[config.mk]
export PLATFORM = sky130hd
export DESIGN_NAME = acc_regs_top
export DESIGN_NICKNAME = d
export VERILOG_FILES = /design/src/acc_pkg.sv /design/src/acc_regs_top.sv /design/src/acc_gain_apply.sv /design/src/acc_sample_delay.sv
export SDC_FILE = /design/constraint.sdc
export NUM_CORES = 2
export LEC_CHECK = 0
export ABC_CLOCK_PERIOD_IN_PS = 6700
export BUFFER_PORTS_ARGS = -buffer_cell sky130_fd_sc_hd__buf_2
export CORE_ASPECT_RATIO = 1.2
export CORE_UTILIZATION = 40
export DETAILED_ROUTE_END_ITERATION = 16
export GPL_TIMING_DRIVEN = 0
export PLACE_DENSITY = 0.64
export SKIP_LAST_GASP = 1
export SYNTH_ARGS = -nofsm -noshare
export SYNTH_HDL_FRONTEND = slang
export SYNTH_SLANG_ARGS = --single-unit
[constraint.sdc]
create_clock -name hclk -period 6.7 [get_ports hclk]
set_clock_uncertainty 0.05 [all_clocks]
set_input_delay 1.005 -clock hclk [delete_from_list [all_inputs] [get_ports hclk]]
set_output_delay 1.005 -clock hclk [all_outputs]
set_load 0.01 [all_outputs]
[src/acc_pkg.sv]
// Constants and types shared by the channel calibration register bank
package acc_pkg;

  // ************************************************************
  // Register map, word indices (byte address is four times)
  // ************************************************************
  localparam int unsigned ACC_NREG = 7;
  localparam logic [5:0] ACC_IDX_CH1_OCAL_LO = 6'h10;
  localparam logic [5:0] ACC_IDX_CH1_GCAL_HI = 6'h11;
  localparam logic [5:0] ACC_IDX_CH1_GCAL_LO = 6'h12;
  localparam logic [5:0] ACC_IDX_CH2_SETUP   = 6'h13;
  localparam logic [5:0] ACC_IDX_CH2_OCAL_HI = 6'h14;
  localparam logic [5:0] ACC_IDX_CH2_OCAL_LO = 6'h15;
  localparam logic [5:0] ACC_IDX_CH2_GCAL_HI = 6'h16;
  localparam logic [5:0] ACC_IDX_FIRST       = ACC_IDX_CH1_OCAL_LO;
  localparam logic [5:0] ACC_IDX_LAST        = ACC_IDX_CH2_GCAL_HI;

  // Entry numbers inside the storage array
  localparam logic [2:0] ACC_E_CH1_OCAL_LO = 3'h0;
  localparam logic [2:0] ACC_E_CH1_GCAL_HI = 3'h1;
  localparam logic [2:0] ACC_E_CH1_GCAL_LO = 3'h2;
  localparam logic [2:0] ACC_E_CH2_SETUP   = 3'h3;
  localparam logic [2:0] ACC_E_CH2_OCAL_HI = 3'h4;
  localparam logic [2:0] ACC_E_CH2_OCAL_LO = 3'h5;
  localparam logic [2:0] ACC_E_CH2_GCAL_HI = 3'h6;

  // ************************************************************
  // Reset values and writable bit masks, entry 6 first
  // ************************************************************
  localparam logic [ACC_NREG-1:0][15:0] ACC_RST_VAL = {
    16'h8000, 16'h0000, 16'h0000, 16'h0000, 16'h0000, 16'h8000, 16'h0000};
  localparam logic [ACC_NREG-1:0][15:0] ACC_WR_MASK = {
    16'hFFFF, 16'hFF00, 16'hFFFF, 16'hFFC7, 16'hFF00, 16'hFFFF, 16'hFF00};

  // ************************************************************
  // Field positions
  // ************************************************************
  localparam int unsigned ACC_LO_FIELD_MSB = 15;
  localparam int unsigned ACC_LO_FIELD_LSB = 8;
  localparam int unsigned ACC_DLY_MSB      = 15;
  localparam int unsigned ACC_DLY_LSB      = 6;
  localparam int unsigned ACC_BYP_BIT      = 2;
  localparam int unsigned ACC_SEL_MSB      = 1;
  localparam int unsigned ACC_SEL_LSB      = 0;

  // ************************************************************
  // Input routing codes, sample delay and gain format
  // ************************************************************
  typedef enum logic [1:0] {
    ACC_SEL_PINS     = 2'h0,
    ACC_SEL_SHORT    = 2'h1,
    ACC_SEL_TEST_POS = 2'h2,
    ACC_SEL_TEST_NEG = 2'h3
  } acc_sel_e;

  localparam logic [10:0] ACC_DLY_BIAS   = 11'h200;
  localparam logic [23:0] ACC_GAIN_UNITY = 24'h80_0000;
  localparam int unsigned ACC_GAIN_FRAC  = 23;

  typedef enum logic [1:0] {
    ACC_DLY_IDLE = 2'b00,
    ACC_DLY_WAIT = 2'b01,
    ACC_DLY_FIRE = 2'b11
  } acc_dly_e;

  localparam logic [1:0] ACC_HTRANS_NONSEQ = 2'h2;
  localparam logic [1:0] ACC_HTRANS_SEQ    = 2'h3;

endpackage

[src/acc_regs_top.sv]
// Channel calibration register bank with AHB-Lite slave port
`timescale 1ns/10ps
module acc_regs_top
  import acc_pkg::*;
(
  input  wire logic        hclk,
  input  wire logic        hresetn,
  input  wire logic        hsel,
  input  wire logic [31:0] haddr,
  input  wire logic [1:0]  htrans,
  input  wire logic        hwrite,
  input  wire logic [2:0]  hsize,
  input  wire logic        hready,
  input  wire logic [31:0] hwdata,
  output logic      [31:0] hrdata,
  output logic             hreadyout,
  output logic             hresp,
  input  wire logic [3:0]  global_dc_filter_setting,
  input  wire logic        conv_start,
  input  wire logic        mod_tick,
  input  wire logic [23:0] ch1_sample,
  input  wire logic        ch1_sample_valid,
  output logic      [7:0]  ch1_offset_low_bits,
  output logic      [15:0] ch1_gain_high_bits,
  output logic      [7:0]  ch1_gain_low_bits,
  output logic      [23:0] ch1_gain,
  output logic      [23:0] ch1_corrected,
  output logic             ch1_corrected_valid,
  output logic      [9:0]  ch2_sample_delay,
  output logic             ch2_dc_filter_bypass,
  output logic             ch2_dc_filter_active,
  output logic      [1:0]  ch2_input_select,
  output logic             ch2_sel_pins,
  output logic             ch2_sel_short,
  output logic             ch2_sel_test_pos,
  output logic             ch2_sel_test_neg,
  output logic      [15:0] ch2_offset_high_bits,
  output logic      [7:0]  ch2_offset_low_bits,
  output logic      [23:0] ch2_offset,
  output logic      [15:0] ch2_gain_high_bits,
  output logic             ch2_convert
);

  // ************************************************************
  // Bus address phase
  // ************************************************************
  logic              addr_take;
  logic              addr_hit;
  logic [2:0]        addr_entry;
  logic              wr_pend_q;
  logic              wr_pend_d;
  logic [2:0]        wr_entry_q;
  logic [2:0]        wr_entry_d;
  logic [31:0]       rdata_q;
  logic [31:0]       rdata_d;
  logic [15:0]       rd_word;
  logic [15:0]       wr_word;
  logic [ACC_NREG-1:0][15:0] reg_q;
  logic [ACC_NREG-1:0][15:0] reg_d;

  // Only word transfers are used; hsize is not checked
  assign addr_take  = hsel && hready && (htrans == ACC_HTRANS_NONSEQ ||
                      htrans == ACC_HTRANS_SEQ);
  assign addr_hit   = (haddr[7:2] >= ACC_IDX_FIRST) && (haddr[7:2] <= ACC_IDX_LAST);
  assign addr_entry = 3'(haddr[7:2] - ACC_IDX_FIRST);
  assign wr_word    = hwdata[15:0];

  always_comb begin
    wr_pend_d  = 1'b0;
    wr_entry_d = wr_entry_q;
    if (addr_take && hwrite && addr_hit) begin
      wr_pend_d  = 1'b1;
      wr_entry_d = addr_entry;
    end
  end

  always_ff @(posedge hclk or negedge hresetn) begin
    if (!hresetn) begin
      wr_pend_q  <= 1'b0;
      wr_entry_q <= 3'h0;
    end else begin
      wr_pend_q  <= wr_pend_d;
      wr_entry_q <= wr_entry_d;
    end
  end

  // ************************************************************
  // Register storage
  // ************************************************************
  genvar gi;
  generate
    for (gi = 0; gi < ACC_NREG; gi++) begin : g_reg
      always_comb begin
        reg_d[gi] = reg_q[gi];
        if (wr_pend_q && wr_entry_q == 3'(gi)) begin
          reg_d[gi] = wr_word & ACC_WR_MASK[gi];
        end
      end

      always_ff @(posedge hclk or negedge hresetn) begin
        if (!hresetn) begin
          reg_q[gi] <= ACC_RST_VAL[gi];
        end else begin
          reg_q[gi] <= reg_d[gi];
        end
      end
    end
  endgenerate

  // ************************************************************
  // Read data
  // ************************************************************
  always_comb begin
    rd_word = 16'h0000;
    if (addr_hit) begin
      rd_word = reg_q[addr_entry];
      // Back-to-back write then read: forward the word being written
      if (wr_pend_q && wr_entry_q == addr_entry) begin
        rd_word = wr_word & ACC_WR_MASK[addr_entry];
      end
    end
    rdata_d = 32'h0000_0000;
    if (addr_take && !hwrite) begin
      rdata_d = {16'h0000, rd_word};
    end
  end

  always_ff @(posedge hclk or negedge hresetn) begin
    if (!hresetn) begin
      rdata_q <= 32'h0000_0000;
    end else begin
      rdata_q <= rdata_d;
    end
  end

  assign hrdata    = rdata_q;
  assign hreadyout = 1'b1;
  assign hresp     = 1'b0;

  // ************************************************************
  // Field views
  // ************************************************************
  assign ch1_offset_low_bits  = reg_q[ACC_E_CH1_OCAL_LO][ACC_LO_FIELD_MSB:ACC_LO_FIELD_LSB];
  assign ch1_gain_high_bits   = reg_q[ACC_E_CH1_GCAL_HI];
  assign ch1_gain_low_bits    = reg_q[ACC_E_CH1_GCAL_LO][ACC_LO_FIELD_MSB:ACC_LO_FIELD_LSB];
  assign ch1_gain             = {ch1_gain_high_bits, ch1_gain_low_bits};
  assign ch2_offset_high_bits = reg_q[ACC_E_CH2_OCAL_HI];
  assign ch2_offset_low_bits  = reg_q[ACC_E_CH2_OCAL_LO][ACC_LO_FIELD_MSB:ACC_LO_FIELD_LSB];
  assign ch2_offset           = {ch2_offset_high_bits, ch2_offset_low_bits};
  assign ch2_gain_high_bits   = reg_q[ACC_E_CH2_GCAL_HI];
  assign ch2_sample_delay     = reg_q[ACC_E_CH2_SETUP][ACC_DLY_MSB:ACC_DLY_LSB];
  assign ch2_dc_filter_bypass = reg_q[ACC_E_CH2_SETUP][ACC_BYP_BIT];
  assign ch2_input_select     = reg_q[ACC_E_CH2_SETUP][ACC_SEL_MSB:ACC_SEL_LSB];

  // Global setting governs unless this channel opts out
  assign ch2_dc_filter_active = !ch2_dc_filter_bypass && (|global_dc_filter_setting);

  assign ch2_sel_pins     = (ch2_input_select == ACC_SEL_PINS);
  assign ch2_sel_short    = (ch2_input_select == ACC_SEL_SHORT);
  assign ch2_sel_test_pos = (ch2_input_select == ACC_SEL_TEST_POS);
  assign ch2_sel_test_neg = (ch2_input_select == ACC_SEL_TEST_NEG);

  // ************************************************************
  // Datapath helpers
  // ************************************************************
  acc_gain_apply u_gain (
    .hclk             (hclk),
    .hresetn          (hresetn),
    .gain             (ch1_gain),
    .sample_in        (ch1_sample),
    .sample_in_valid  (ch1_sample_valid),
    .sample_out       (ch1_corrected),
    .sample_out_valid (ch1_corrected_valid)
  );

  acc_sample_delay u_delay (
    .hclk     (hclk),
    .hresetn  (hresetn),
    .delay    (ch2_sample_delay),
    .start    (conv_start),
    .mod_tick (mod_tick),
    .convert  (ch2_convert)
  );
endmodule

[src/acc_gain_apply.sv]
// Unsigned fixed-point gain applied to a signed sample, with saturation
`timescale 1ns/10ps
module acc_gain_apply
  import acc_pkg::*;
(
  input  wire logic        hclk,
  input  wire logic        hresetn,
  input  wire logic [23:0] gain,
  input  wire logic [23:0] sample_in,
  input  wire logic        sample_in_valid,
  output logic      [23:0] sample_out,
  output logic             sample_out_valid
);

  logic signed [48:0] prod;
  logic signed [25:0] scaled;
  logic        [23:0] out_d;
  logic        [23:0] out_q;
  logic               vld_q;

  // ************************************************************
  // Multiply and saturate
  // ************************************************************
  always_comb begin
    prod   = $signed({sample_in[23], sample_in}) * $signed({1'b0, gain});
    scaled = prod[ACC_GAIN_FRAC+25:ACC_GAIN_FRAC];
    // Gain up to two can push past full scale, so clip
    if (scaled > 26'sh07F_FFFF) begin
      out_d = 24'h7F_FFFF;
    end else if (scaled < -26'sh080_0000) begin
      out_d = 24'h80_0000;
    end else begin
      out_d = scaled[23:0];
    end
    if (!sample_in_valid) begin
      out_d = out_q;
    end
  end

  always_ff @(posedge hclk or negedge hresetn) begin
    if (!hresetn) begin
      out_q <= 24'h00_0000;
      vld_q <= 1'b0;
    end else begin
      out_q <= out_d;
      vld_q <= sample_in_valid;
    end
  end

  assign sample_out       = out_q;
  assign sample_out_valid = vld_q;
endmodule

[src/acc_sample_delay.sv]
// Conversion start delayed by a signed count of modulator clock ticks
`timescale 1ns/10ps
module acc_sample_delay
  import acc_pkg::*;
(
  input  wire logic       hclk,
  input  wire logic       hresetn,
  input  wire logic [9:0] delay,
  input  wire logic       start,
  input  wire logic       mod_tick,
  output logic            convert
);

  acc_dly_e    state_q;
  acc_dly_e    state_d;
  logic [10:0] cnt_q;
  logic [10:0] cnt_d;

  // ************************************************************
  // Delay sequencer
  // ************************************************************
  always_comb begin
    state_d = state_q;
    cnt_d   = cnt_q;
    case (state_q)
      ACC_DLY_IDLE: begin
        if (start) begin
          // Bias lets negative counts lead the nominal instant
          cnt_d   = ACC_DLY_BIAS + {delay[9], delay};
          state_d = ACC_DLY_WAIT;
        end
      end
      ACC_DLY_WAIT: begin
        if (cnt_q == 11'h000) begin
          state_d = ACC_DLY_FIRE;
        end else if (mod_tick) begin
          cnt_d = cnt_q - 11'h001;
        end
      end
      ACC_DLY_FIRE: begin
        state_d = ACC_DLY_IDLE;
      end
      default: begin
        state_d = ACC_DLY_IDLE;
      end
    endcase
  end

  always_ff @(posedge hclk or negedge hresetn) begin
    if (!hresetn) begin
      state_q <= ACC_DLY_IDLE;
      cnt_q   <= 11'h000;
    end else begin
      state_q <= state_d;
      cnt_q   <= cnt_d;
    end
  end

  assign convert = (state_q == ACC_DLY_FIRE);
endmodule

==> results.sh <==
export IMPL_period_minus_slack_ns=7.52
export IMPL_grt_antenna_before_repair=6
export IMPL_grt_usage_pct=26.8
export IMPL_numClockSinks=143
export IMPL_hold_slack_ns=0.411
export IMPL_violations="setup timing"
export IMPL_yosysUniqueCellTypes=71
export IMPL_area_growth_pct=20.3
export IMPL_portBuffers=237
export IMPL_gp_congestion=0.970
export IMPL_slew_viol_final=0
export IMPL_drt_total_wl_microns=87100
export IMPL_dp_hpwl_microns=67100
export IMPL_worstHoldPathType="reg2reg"
export IMPL_synth_cells=2750
export IMPL_cp_max_fo=6
export IMPL_synth_edf_count=0
export IMPL_grt_max_degree=75
export IMPL_drive_gt1_share_pct=25.0
export IMPL_vias=20839
export IMPL_leakagePower_nw=15.9
export IMPL_drt_iter0_drc=1531
export IMPL_synth_seq_area_share_pct=13.8
export IMPL_p_switching_mw=1.45
export IMPL_ios=303
export IMPL_die_h_microns=281
export IMPL_end_kind="register"
export IMPL_core_sq_mm=0.0637
export IMPL_cts_max_path_buffers=2
export IMPL_irDropWorstVdd_mv=0.173
export IMPL_postCtsHoldBufs=0
export IMPL_nNetsFinal=3903
export IMPL_rsz0062_at_grt="yes"
export IMPL_fp_row_count=101
export IMPL_p_clk_share_pct=29.5
export IMPL_cts_clk_slew_worst_paths_ns=0.08
export IMPL_drc=0
export IMPL_wl_per_cell_microns=22.0
export IMPL_cts_buffers=17
export IMPL_ys_flop_type="dfrtp_1"
export IMPL_crit_required_ns=6.99
export IMPL_start_kind="input pin"
export IMPL_cp_arrival_ns=7.80
export IMPL_place_ws_ns=-1.98
export IMPL_period_share_pct=112
export IMPL_tightest_slew_ns=1.24
export IMPL_power_frac_seq_pct=28.3
export IMPL_setup_viol=24
export IMPL_fmax_mhz=133
export IMPL_ys_seq_elements=143
export IMPL_syn_area_sq_mm=0.0260
export IMPL_layout_setup_ws_ns=-0.817
export IMPL_routed_via_density=5.27
export IMPL_cts_max_level=4
export IMPL_cts_tree="yes"
export IMPL_crit_type="in2reg"
export IMPL_hold_viol=0
export IMPL_initial_utilization_pct=40.8
export IMPL_grt_first_pass_wirelength_microns=129000
export IMPL_die_width_microns=235
export IMPL_first_pass_iters=5
export IMPL_pwr_share_comb_pct=42.2
export IMPL_yosysWarnings=0
export IMPL_clkLatencyLatePin_ns=0.46
export IMPL_die_area_sq_mm=0.0659
export IMPL_maxCapViolations=0
export IMPL_syn_avg_cell_area_sq_um=9.44
export IMPL_status="complete, but fails checks"
export IMPL_grt_pass1_vias=21121
export IMPL_p_int_mw=2.17
export IMPL_async_reset_ff_share_pct=100
export IMPL_p_per_area_mw_per_mm2=116
export IMPL_grt_remaining_overflow=0
export IMPL_cts_root_buffer="clkbuf_16"
export IMPL_final_util_pct=49.0
export IMPL_sw_frac_of_total_pct=40.0
export IMPL_max_slew_margin_rel_pct=17.4
export IMPL_detail_route_antenna_nets=0
[cells in the final DEF, fill, tap and decap left out, drive strengths merged, types with 5 or more instances in the layout]
master	n
o211ai	22
and2	269
o21ai	34
nand4	12
nand2	372
nand3	21
nor2	37
fa	481
xnor2	18
dfrtp	141
a31oi	6
inv	562
mux4	8
nand2b	21
ha	199
clkbuf	125
a21oi	68
mux2	85
mux2i	21
a221o	19
a21o	13
nor3	16
or3	8
nor2b	19
o21bai	5
conb	18
o22ai	10
xor2	11
o21a	7
buf	432
[logic make-up after synthesis]
logic type / Yosys count / share of synthesized area, %
and+or+nand+nor: 800 / 15.3
buffers and inverters: 761 / 12.1
DFF: 143 / 13.8
AOI/OAI and AO/OA: 221 / 5.87
adders and majority gates: 680 / 46.7
other: 2 / 0.0289
muxes: 114 / 5.19
xor gates and xnor gates: 29 / 0.979
[path summary, 6_finish.rpt]
path	startpoint	endpoint	slack, ns	depth (start not counted)
worst max-delay path	ch1_sample[22]	u_gain.sample_out[13]	-0.82	26
worst min-delay path	u_delay.cnt_q[10]	u_delay.state_q[1]	0.41	1
worst max register to register	ch1_gain_high_bits[4]	u_gain.sample_out[13]	-0.78	24
worst min register to register	u_delay.cnt_q[10]	u_delay.state_q[1]	0.41	1
max in group asynchronous	hresetn	ch1_gain_high_bits[4]	5.23	2
min in group asynchronous	hresetn	ch2_gain_high_bits[11]	0.50	1
[power by group through the flow]
stage / Clock [mW] / Sequential (mW) / Combinational [mW]
5_1_grt: 1.10 / 1.03 / 1.66
2_1_floorplan: 0 / 1.04 / 0.832
4_1_cts: 1.08 / 1.02 / 1.42
3_3_place_gp: 0 / 1.04 / 1.30
6_report: 1.07 / 1.02 / 1.52
3_5_place_dp: 0 / 1.04 / 1.31
[sequential cells by signal, indices dropped and copies added, names as in the netlist]
| signal | cells |
|---|---|
| u_gain.sample_out | 24 |
| ch2_offset_high_bits | 16 |
| wr_pend_q | 1 |
| ch2_input_select | 2 |
| u_delay.cnt_q | 11 |
| ch2_gain_high_bits | 16 |
| ch1_offset_low_bits | 8 |
| ch1_gain | 8 |
| u_gain.sample_out_valid | 1 |
| ch2_offset | 8 |
| ch2_sample_delay | 10 |
| ch2_dc_filter_bypass | 1 |
| wr_entry_q | 3 |
| hrdata | 16 |
| ch1_gain_high_bits | 16 |
| u_delay.state_q | 2 |
[metrics by stage]
stage / total power [mW] / instance area [sq um] / cells / TNS, ns
CTS: 3.52 / 30500 / 3922 / -19.15
floorplan: 1.87 / 26200 / 2766 / -16.61
detailed placement: 2.36 / 28400 / 3828 / -45.98
global route: 3.80 / 31200 / 3957 / -21.34
finish: 3.61 / 31200 / 3958 / -18.27
global placement: 2.35 / 28400 / 3827 / -45.63
[cells in the mapped netlist (all sizes together) (4+ instances only)]
library cell  count  share of area, %
inv             555               8.0
fa              481                37
nand2           372               5.4
and2            269               6.5
ha              199               9.6
dfrtp           141                14
clkbuf          130               1.9
mux2             85               3.7
buf              76               2.2
a21oi            68               1.4
nor2             37              0.54
o21ai            34              0.67
o211ai           22              0.66
mux2i            21              0.81
nand2b           21              0.51
nand3            21              0.40
a221o            19              0.73
nor2b            19              0.46
xnor2            18              0.61
nor3             16              0.31
a21o             13              0.38
nand4            12              0.29
xor2             11              0.37
o22ai            10              0.24
mux4              8              0.69
or3               8              0.19
o21a              7              0.23
a31oi             6              0.14
o21bai            5              0.14
and4              4              0.13
nand4b            4              0.13
o31a              4              0.13
o31ai             4              0.12
[cell type report]
type,count,area [sq um]
multi-input cells,1862,19800
plain buffers,199,1880
fillers,6033,32500
clock inverters,14,176
clock buffers,18,429
repair buffers,340,2210
inverters,555,2080
flip-flops and latches,143,3640
well taps,824,1030
diodes,3,7.51
[worst max-delay path, stage by stage]
cell and delay (ns):
buf_12 0.12, clkbuf_16 0.14, buf_8 0.12, and2_4 0.13
fa_1 0.53, inv_2 0.04, fa_1 0.47, fa_1 0.51
inv_2 0.04, fa_1 0.49, fa_1 0.53, fa_1 0.64
inv_2 0.05, fa_2 0.53, inv_2 0.04, ha_4 0.16
a21oi_4 0.14, o21ai_2 0.09, a221oi_2 0.28, or4b_4 0.53
a211oi_4 0.27, a311oi_2 0.07, o311a_1 0.15, o21a_4 0.25
buf_6 0.14, a221o_1 0.30
[layer usage]
layer / vias to the layer above / track usage [%] / wire length, microns
met5: - / 0 / 15
met4: 2 / 16.8 / 6040
met3: 276 / 4.57 / 6000
met2: 830 / 42.5 / 41600
met1: 10651 / 33.9 / 33400
li1: 9080 / - / -
[repair_timing]
item                       CTS  global route
pin swaps                   31            72
resized for setup          299           151
setup buffers               63            33
cloned                       3             3
setup endpoints to repair   24            24
No activity file was read; power rests on OpenSTA's default activity.
